`config.mk`:
```
export PLATFORM = sky130hd
export DESIGN_NAME = wheel_drive
export DESIGN_NICKNAME = d
export VERILOG_FILES = /design/src/core/wheel_drive_pkg.sv /design/src/core/wheel_drive.sv
export VERILOG_INCLUDE_DIRS = /design/src /design/src/core
export SDC_FILE = /design/constraint.sdc
export NUM_CORES = 1
export LEC_CHECK = 0
export ABC_AREA = 1
export BUFFER_PORTS_ARGS = -buffer_cell sky130_fd_sc_hd__buf_2
export CAP_MARGIN = 25
export CORE_MARGIN = 5
export CORE_UTILIZATION = 41
export DETAILED_ROUTE_END_ITERATION = 7
export PLACE_DENSITY = 0.68
export SYNTH_ARGS = -nofsm -noshare
export SYNTH_HDL_FRONTEND = slang
export SYNTH_SLANG_ARGS = --single-unit
```
`constraint.sdc`:
```
create_clock -name sys_clk -period 27.5 [get_ports sys_clk]
set_input_delay 8.25 -clock sys_clk [delete_from_list [all_inputs] [get_ports sys_clk]]
set_output_delay 8.25 -clock sys_clk [all_outputs]
set_load 0.02 [all_outputs]
```
`src/core/wheel_drive_defines.svh`:
```
`ifndef WHEEL_DRIVE_DEFINES_SVH
`define WHEEL_DRIVE_DEFINES_SVH

// Register offsets (word index = byte address)
`define OFS_COUNT_EN 4'h0
`define OFS_BODY_WIDTH 4'h1
`define OFS_QUARTER 4'h2
`define OFS_ACCEL 4'h3
`define OFS_NORMAL_SPEED 4'h4
`define OFS_APPROACH 4'h5
`define OFS_FINAL 4'h6
`define OFS_BALANCE 4'h7
`define OFS_PRESCALE 4'h8
`define OFS_SETUP 4'h9
`define OFS_ADVANCE 4'ha
`define OFS_ROTATE 4'hb
`define OFS_STATUS 4'hc
`define OFS_LEFT_COUNT 4'hd
`define OFS_RIGHT_COUNT 4'he

// Field positions
`define SETUP_ENC_BIT 0
`define ROT_DIR_BIT 15

// Reset values
`define RST_ACCEL 8'h01
`define RST_BALANCE 8'h02
`define RST_PRESCALE 8'h01
`define RST_BODY_WIDTH 8'h1e
`define RST_QUARTER 8'h1e
`define RST_NORMAL_SPEED 8'hc8
`define RST_APPROACH 8'h40
`define RST_FINAL 8'h00

// Approach thresholds in pulses
`define NEAR_PULSES 16'h0010
`define VERY_NEAR_PULSES 16'h0004

// Degrees in one quarter turn
`define DEG_PER_QUARTER 16'h005a

// Ramp step interval: 1 ms at 20 MHz
`define RAMP_TIME_NS 1000000
`define CLK_PERIOD_NS 50
`define RAMP_CYCLES (`RAMP_TIME_NS / `CLK_PERIOD_NS)

`endif

```
`src/core/wheel_drive_pkg.sv`:
```
package wheel_drive_pkg;
    typedef enum logic [1:0] {
        MV_IDLE = 2'b00,
        MV_ADVANCE = 2'b01,
        MV_ROTATE = 2'b10
    } move_state_t;
    typedef logic [7:0] speed_t;
    typedef logic [15:0] count_t;
endpackage

```
`src/core/wheel_drive.sv`:
```
// What this block does
// - Two encoder inputs, independent counts per wheel
// - Setup command encoder option starts counting
// - Counting command turns counting on or off
// - Rotate stops motors at angle pulse count
// - Hold diameter and quarter-turn calibration counts
// - Ramp defaults 1, larger ramps faster
// - Advance ramps up, approach speed near target
// - Nonzero final speed applies very near target
// - Slow the leading wheel until counts match
// - Reduction is speed over divisor, default 2
// - Diameter calibration is 8-bit, max 255
// - Prescale divisor drops pulses before counting
`timescale 1ns/10ps
`default_nettype none
`include "wheel_drive_defines.svh"

module wheel_drive
#(
    parameter int RAMP_CYCLES = `RAMP_CYCLES
)
(
    // Clock and reset
    input wire logic sys_clk,
    input wire logic reset,
    // Encoders
    input wire logic left_pulse,
    input wire logic right_pulse,
    // Register port
    input wire logic [3:0] reg_addr,
    input wire logic [15:0] reg_wdata,
    input wire logic reg_wr,
    input wire logic reg_rd,
    output logic [15:0] reg_rdata,
    // Motors
    output wheel_drive_pkg::speed_t left_speed,
    output wheel_drive_pkg::speed_t right_speed,
    output logic left_reverse,
    output logic right_reverse,
    output logic moving
);
    import wheel_drive_pkg::*;

    logic count_en_ff;
    speed_t body_width_ff;
    speed_t quarter_ff;
    speed_t accel_ff;
    speed_t normal_ff;
    speed_t approach_ff;
    speed_t final_ff;
    speed_t balance_ff;
    speed_t prescale_ff;
    move_state_t state_ff;
    count_t target_ff;
    count_t left_cnt_ff;
    count_t right_cnt_ff;
    speed_t left_pre_ff;
    speed_t right_pre_ff;
    logic left_prev_ff;
    logic right_prev_ff;
    speed_t ramp_ff;
    logic [15:0] tick_cnt_ff;
    logic [1:0] dir_ff;
    speed_t left_speed_ff;
    speed_t right_speed_ff;
    logic [15:0] rdata_ff;
    logic moving_ff;

    function automatic logic wr_hit(input logic [3:0] ofs);
        wr_hit = reg_wr && (reg_addr == ofs);
    endfunction

    // Configuration registers
    always_ff @(posedge sys_clk)
    begin
        if (reset)
        begin
            body_width_ff <= `RST_BODY_WIDTH;
            quarter_ff <= `RST_QUARTER;
            accel_ff <= `RST_ACCEL;
            normal_ff <= `RST_NORMAL_SPEED;
            approach_ff <= `RST_APPROACH;
            final_ff <= `RST_FINAL;
            balance_ff <= `RST_BALANCE;
            prescale_ff <= `RST_PRESCALE;
        end
        else
        begin
            if (wr_hit(`OFS_BODY_WIDTH))
                body_width_ff <= reg_wdata[7:0];
            if (wr_hit(`OFS_QUARTER))
                quarter_ff <= reg_wdata[7:0];
            if (wr_hit(`OFS_ACCEL))
                accel_ff <= (reg_wdata[7:0] == 8'h00) ? 8'h01 : reg_wdata[7:0];
            if (wr_hit(`OFS_NORMAL_SPEED))
                normal_ff <= reg_wdata[7:0];
            if (wr_hit(`OFS_APPROACH))
                approach_ff <= reg_wdata[7:0];
            if (wr_hit(`OFS_FINAL))
                final_ff <= reg_wdata[7:0];
            if (wr_hit(`OFS_BALANCE))
                balance_ff <= (reg_wdata[7:0] == 8'h00) ? 8'h01 : reg_wdata[7:0];
            if (wr_hit(`OFS_PRESCALE))
                prescale_ff <= (reg_wdata[7:0] == 8'h00) ? 8'h01 : reg_wdata[7:0];
        end
    end

    // Counting enable
    always_ff @(posedge sys_clk)
    begin
        if (reset)
            count_en_ff <= 1'b0;
        else if (wr_hit(`OFS_SETUP))
            count_en_ff <= reg_wdata[`SETUP_ENC_BIT];
        else if (wr_hit(`OFS_COUNT_EN))
            count_en_ff <= reg_wdata != 16'h0000;
    end

    // Pulse edges
    logic left_edge;
    logic right_edge;
    logic move_start;
    assign left_edge = left_pulse && !left_prev_ff;
    assign right_edge = right_pulse && !right_prev_ff;
    assign move_start = count_en_ff && (wr_hit(`OFS_ADVANCE) || wr_hit(`OFS_ROTATE));

    always_ff @(posedge sys_clk)
    begin
        if (reset)
        begin
            left_prev_ff <= 1'b0;
            right_prev_ff <= 1'b0;
        end
        else
        begin
            left_prev_ff <= left_pulse;
            right_prev_ff <= right_pulse;
        end
    end

    // Prescaled wheel counters
    always_ff @(posedge sys_clk)
    begin
        if (reset || move_start)
        begin
            left_pre_ff <= 8'h00;
            right_pre_ff <= 8'h00;
            left_cnt_ff <= 16'h0000;
            right_cnt_ff <= 16'h0000;
        end
        else if (count_en_ff)
        begin
            if (left_edge)
            begin
                if (left_pre_ff + 8'h01 >= prescale_ff)
                begin
                    left_pre_ff <= 8'h00;
                    left_cnt_ff <= left_cnt_ff + 16'h0001;
                end
                else
                    left_pre_ff <= left_pre_ff + 8'h01;
            end
            if (right_edge)
            begin
                if (right_pre_ff + 8'h01 >= prescale_ff)
                begin
                    right_pre_ff <= 8'h00;
                    right_cnt_ff <= right_cnt_ff + 16'h0001;
                end
                else
                    right_pre_ff <= right_pre_ff + 8'h01;
            end
        end
    end

    // Progress and remaining distance
    count_t progress;
    count_t remaining;
    logic done;
    assign progress = (left_cnt_ff < right_cnt_ff) ? left_cnt_ff : right_cnt_ff;
    assign done = progress >= target_ff;
    assign remaining = done ? 16'h0000 : target_ff - progress;

    // Movement sequencer
    always_ff @(posedge sys_clk)
    begin
        if (reset)
        begin
            state_ff <= MV_IDLE;
            target_ff <= 16'h0000;
            dir_ff <= 2'b00;
        end
        else if (move_start && wr_hit(`OFS_ADVANCE))
        begin
            state_ff <= MV_ADVANCE;
            target_ff <= 16'((reg_wdata[7:0] * body_width_ff) >> 3);
            dir_ff <= {2{reg_wdata[`ROT_DIR_BIT]}};
        end
        else if (move_start)
        begin
            state_ff <= MV_ROTATE;
            target_ff <= 16'((reg_wdata[7:0] * quarter_ff) / `DEG_PER_QUARTER);
            dir_ff <= {reg_wdata[`ROT_DIR_BIT], !reg_wdata[`ROT_DIR_BIT]};
        end
        else
        begin
            unique case (state_ff)
                MV_ADVANCE, MV_ROTATE:
                    if (done || !count_en_ff)
                        state_ff <= MV_IDLE;
                default:
                    state_ff <= MV_IDLE;
            endcase
        end
    end
    always_ff @(posedge sys_clk)
        moving_ff <= !reset && (move_start || (moving_ff && !done && count_en_ff));

    // Ramp timer and level
    logic ramp_tick;
    assign ramp_tick = tick_cnt_ff == 16'(RAMP_CYCLES - 1);
    always_ff @(posedge sys_clk)
    begin
        if (reset || ramp_tick)
            tick_cnt_ff <= 16'h0000;
        else
            tick_cnt_ff <= tick_cnt_ff + 16'h0001;
    end

    // Speed goal with approach stages
    speed_t goal;
    always_comb
    begin
        goal = normal_ff;
        if (state_ff == MV_IDLE)
            goal = 8'h00;
        else if (final_ff != 8'h00 && remaining <= `VERY_NEAR_PULSES)
            goal = final_ff;
        else if (remaining <= `NEAR_PULSES)
            goal = approach_ff;
    end

    always_ff @(posedge sys_clk)
    begin
        if (reset || move_start || state_ff == MV_IDLE)
            ramp_ff <= 8'h00;
        else if (ramp_tick)
        begin
            if (ramp_ff < goal)
                ramp_ff <= (goal - ramp_ff > accel_ff) ? ramp_ff + accel_ff : goal;
            else if (ramp_ff > goal)
                ramp_ff <= (ramp_ff - goal > accel_ff) ? ramp_ff - accel_ff : goal;
        end
    end

    // Balance correction on leading wheel
    speed_t cut;
    assign cut = ramp_ff / balance_ff;

    always_ff @(posedge sys_clk)
    begin
        if (reset)
        begin
            left_speed_ff <= 8'h00;
            right_speed_ff <= 8'h00;
        end
        else
        begin
            left_speed_ff <= (left_cnt_ff > right_cnt_ff) ? ramp_ff - cut : ramp_ff;
            right_speed_ff <= (right_cnt_ff > left_cnt_ff) ? ramp_ff - cut : ramp_ff;
        end
    end

    // Register read
    always_ff @(posedge sys_clk)
    begin
        if (reset)
            rdata_ff <= 16'h0000;
        else if (reg_rd)
        begin
            unique case (reg_addr)
                `OFS_COUNT_EN: rdata_ff <= {15'h0000, count_en_ff};
                `OFS_BODY_WIDTH: rdata_ff <= {8'h00, body_width_ff};
                `OFS_QUARTER: rdata_ff <= {8'h00, quarter_ff};
                `OFS_ACCEL: rdata_ff <= {8'h00, accel_ff};
                `OFS_NORMAL_SPEED: rdata_ff <= {8'h00, normal_ff};
                `OFS_APPROACH: rdata_ff <= {8'h00, approach_ff};
                `OFS_FINAL: rdata_ff <= {8'h00, final_ff};
                `OFS_BALANCE: rdata_ff <= {8'h00, balance_ff};
                `OFS_PRESCALE: rdata_ff <= {8'h00, prescale_ff};
                `OFS_STATUS: rdata_ff <= {14'h0000, state_ff};
                `OFS_LEFT_COUNT: rdata_ff <= left_cnt_ff;
                `OFS_RIGHT_COUNT: rdata_ff <= right_cnt_ff;
                default: rdata_ff <= 16'h0000;
            endcase
        end
    end

    assign reg_rdata = rdata_ff;
    assign left_speed = left_speed_ff;
    assign right_speed = right_speed_ff;
    assign left_reverse = dir_ff[1];
    assign right_reverse = dir_ff[0];
    assign moving = moving_ff;

    // Checks
    AST_PRESCALE_ONE: assert property (@(posedge sys_clk) disable iff (reset)
        (prescale_ff == 8'h01 && count_en_ff && left_edge && !move_start)
        |=> left_cnt_ff == $past(left_cnt_ff) + 16'h0001)
        else $error("Unscaled pulse not counted");
    AST_NO_COUNT_OFF: assert property (@(posedge sys_clk) disable iff (reset)
        (!count_en_ff && !move_start) |=> $stable(left_cnt_ff) && $stable(right_cnt_ff))
        else $error("Counting while disabled");
    AST_COUNT_CMD: assert property (@(posedge sys_clk) disable iff (reset)
        (reg_wr && reg_addr == `OFS_COUNT_EN) |=> count_en_ff == $past(reg_wdata != 16'h0000))
        else $error("Counting command ignored");
    AST_SETUP_ENC: assert property (@(posedge sys_clk) disable iff (reset)
        (reg_wr && reg_addr == `OFS_SETUP) |=> count_en_ff == $past(reg_wdata[`SETUP_ENC_BIT]))
        else $error("Setup encoder option ignored");
    AST_STOP_AT_TARGET: assert property (@(posedge sys_clk) disable iff (reset)
        (state_ff != MV_IDLE && done && !move_start) |=> state_ff == MV_IDLE ##2 left_speed == 8'h00)
        else $error("Motion not halted at target");
    AST_FINAL_STAGE: assert property (@(posedge sys_clk) disable iff (reset)
        (state_ff != MV_IDLE && final_ff != 8'h00 && remaining <= `VERY_NEAR_PULSES) |-> goal == final_ff)
        else $error("Final approach speed not used");
    AST_APPROACH: assert property (@(posedge sys_clk) disable iff (reset)
        (state_ff != MV_IDLE && remaining <= `NEAR_PULSES
        && (final_ff == 8'h00 || remaining > `VERY_NEAR_PULSES)) |-> goal == approach_ff)
        else $error("Approach speed not used");
    AST_BALANCE: assert property (@(posedge sys_clk) disable iff (reset)
        (left_cnt_ff > right_cnt_ff) |=> left_speed_ff == $past(ramp_ff) - $past(cut))
        else $error("Leading wheel not slowed");
    AST_RAMP_STEP: assert property (@(posedge sys_clk) disable iff (reset)
        (state_ff != MV_IDLE && !move_start && ramp_tick && ramp_ff < goal)
        |=> ramp_ff > $past(ramp_ff))
        else $error("Ramp did not advance");
endmodule

`default_nettype wire

```
==> run summary <==
Status: finished, final reports clean
Worst hold start: tick_cnt_ff[0]
Worst-Skew Late Latency: 0.45 ns
Crit-path max cell delay: 0.58 ns
Vias/cell: 5.06
CP dominant cell by count: nand2_1
Crit-path max FO: 25
R2R Setup Slk: 15.16 ns
Ys async rst share: 0%
Core area: 46300 um^2
Vias: 17298
Worst slew pin tran: 0.950 ns
Pre-antenna DRT Iters: 6
CTS tree: built
Critical Path RT: 27.86 ns
Post-layout nets: 3110
# IOs: 61
Root buffer cell: clkbuf_16
Mapped cell area: 19100 um^2
Grt ovf: 0
Final setup violation count: 0
Crit path arrival time: 17.17 ns
CTS H-tree depth: 4
Final min period: 16.81 ns
Drt wl/cell: 14.1 um
Fin util: 44.4%
Crit path kind: in -> reg
Residual DRC: 0
Seq/Total Area, Yosys: 19.8%
Initial antenna violation count: 1
Worst Setup Slack, final: 10.69 ns
FF+latch count, synth: 189
Post-Synthesis Cells: 2793
Clk_skew: 0.0146 ns
Worst Setup SP: reg_wdata[3]
Unrepaired setup endpoints after global routing: no
Critical-path top delay cell: fa_1
Crit. End Element: register
Die Wd: 226 um
Resized cells post-CTS: 0
Final wirelength: 48100 um
Full die area: 50900 um^2
Diodes inserted: 0
HPWL after DPL: 37400 um
Final hold vios: 0
Avg Cell Area, Syn: 6.83 um^2
Cts hold-fix bufs: 0
Starting Density: 41.2%
Clock transition at path regs: 0.08 ns
First-pass GRT wire length: 79100 um
Pre-CTS setup slack: 10.28 ns
Post-synth top flop: dfxtp_1
Max cap viols: 0
# fillers: 4847
# port buffers: 60
Post-synth EDFFs: 0
Vias in the first global route: 15772
Worst min-delay path class: reg -> reg
Cell Rows: 79
Yosys warnings: 0
Routability cong.: 0.881
Die span in y: 226 um
Max-slew violation count: 0
Largest net degree at the start of global routing: 64
Num CTS Buffers: 17
Max_slew headroom: 36.0%
Worst reg2reg path startpoint: balance_ff[5]
Remaining antenna violation count: 0
CP startpoint kind: input pin
Fmax: 59.5 MHz
CTS sink count: 189
Layout cells sized above 1: 7.33%
Iter 0 DRT Violations: 1290
CTS Buffer Depth: 2
Setup total negative slack: 0 ns
Unique cell type count in the Yosys netlist: 57
Number of setup buffers added after CTS: 0
Syn_nets: 3106
Area growth from synthesis to layout: 7.67%
GRT Overall Usage: 18.6%
Period utilization: 61.1%
==> per-layer routing <==
metal,vias up,global-route usage [%],routed length (um)
li1,9041,-,-
met1,7809,26.4,23000
met2,395,30.2,21600
met3,53,2.83,2750
met4,0,3.59,804
met5,-,0,0
==> per-stage QoR <==
stage / cells / hold WS [ns] / area (um^2)
after global placement: 3383 / 0.431 / 19900
after floorplan: 2793 / 0.418 / 19100
after global routing: 3417 / 0.484 / 20500
after CTS: 3416 / 0.455 / 20500
after detailed placement: 3384 / 0.443 / 19900
final: 3417 / 0.453 / 20500
==> flip-flops by register name (all words and copies together) (netlist names), 8 cells and up <==
register	flops
right_pre_ff	8
reg_rdata	16
body_width_ff	8
approach_ff	8
prescale_ff	8
balance_ff	8
tick_cnt_ff	16
left_cnt_ff	16
left_speed	8
target_ff	13
right_speed	8
ramp_ff	8
left_pre_ff	8
final_ff	8
normal_ff	8
accel_ff	8
right_cnt_ff	16
quarter_ff	8
==> cells in the final DEF (no fill, tap or decap), drive strengths merged, types with 14 or more instances in the layout <==
cell type,synthesis,layout
nand4,20,20
dfxtp,189,189
xor2,81,81
o22ai,34,34
ha,209,209
o31ai,14,14
inv,499,505
xnor2,20,20
nand3,141,141
fa,78,78
o21ai,191,191
a21oi,244,244
buf,5,72
o21a,14,14
o211ai,21,21
nor3,24,24
nand2,631,631
nor2,187,187
clkbuf,83,18
==> cell type report <==
| class | count | area, um^2 | area share (%) |
|---|---|---|---|
| clock buffers | 17 | 425 | 2.07 |
| clock inverters | 15 | 200 | 0.975 |
| inverters | 507 | 1900 | 9.26 |
| multi-input cells | 2009 | 13100 | 63.6 |
| flip-flops and latches | 189 | 3780 | 18.4 |
| well taps | 607 | 759 | 3.70 |
| repair buffers | 73 | 408 | 1.99 |
==> cell usage after synthesis, types with 4 or more instances <==
library cell,n,share of area [%]
ha_1,209,14
o21bai_1,12,0.47
o21ai_1,7,0.18
nand2_1,587,12
a21o_1,6,0.24
nand2_2,30,0.98
nor2_1,169,3.3
clkbuf_1,81,1.6
nor4_1,10,0.33
o21ai_0,183,4.8
nor2_8,4,0.42
nand3_2,6,0.31
a32o_1,8,0.42
inv_1,482,9.5
a21oi_1,243,6.4
xnor2_1,20,0.92
nand3b_1,13,0.51
or2_2,4,0.13
nand2_4,13,0.77
o22ai_1,34,1.1
o211ai_1,20,0.79
fa_1,78,8.2
clkinv_1,8,0.16
o21a_1,14,0.55
a31oi_1,5,0.16
nor2_2,5,0.16
a211oi_1,8,0.31
nand4_1,20,0.66
inv_2,17,0.33
nor3b_1,8,0.31
xor2_1,80,3.7
o31ai_1,14,0.55
dfxtp_1,189,20
nand3_4,5,0.46
nor3_1,24,0.63
nand3_1,130,3.4
a221oi_1,8,0.37
nor2_4,9,0.53
buf_1,5,0.098
==> worst paths after layout <==
kind | cells after the start | end
min reg2reg | 1 | tick_cnt_ff[0]
min | 1 | tick_cnt_ff[0]
max | 65 | target_ff[0]
max reg2reg | 71 | right_speed[6]
==> worst max-delay path: cells and delay by family <==
| family | cells | cell delay [ns] |
|---|---|---|
| adders and majority gates | 5 | 2.42 |
| muxes | 1 | 0.48 |
| and+or+nand+nor | 49 | 4.66 |
| AOI/OAI and AO/OA | 2 | 0.30 |
| buffers and inverters | 8 | 1.00 |
==> cells by family (layout without fill, tap and decap cells) <==
group | Yosys count | after routing | share of synthesized area (%)
compound gates | 576 | 576 | 17.0
xor+xnor | 101 | 101 | 4.68
fa+ha+maj | 287 | 287 | 21.9
buf+inv | 595 | 612 | 11.7
flops | 189 | 189 | 19.8
mux | 1 | 1 | 0.0721
simple gates | 1044 | 1044 | 24.8
Power is left out: the tool's default activity adds up to more than one toggle a clock period on the data nets, which glitch-free logic cannot reach.
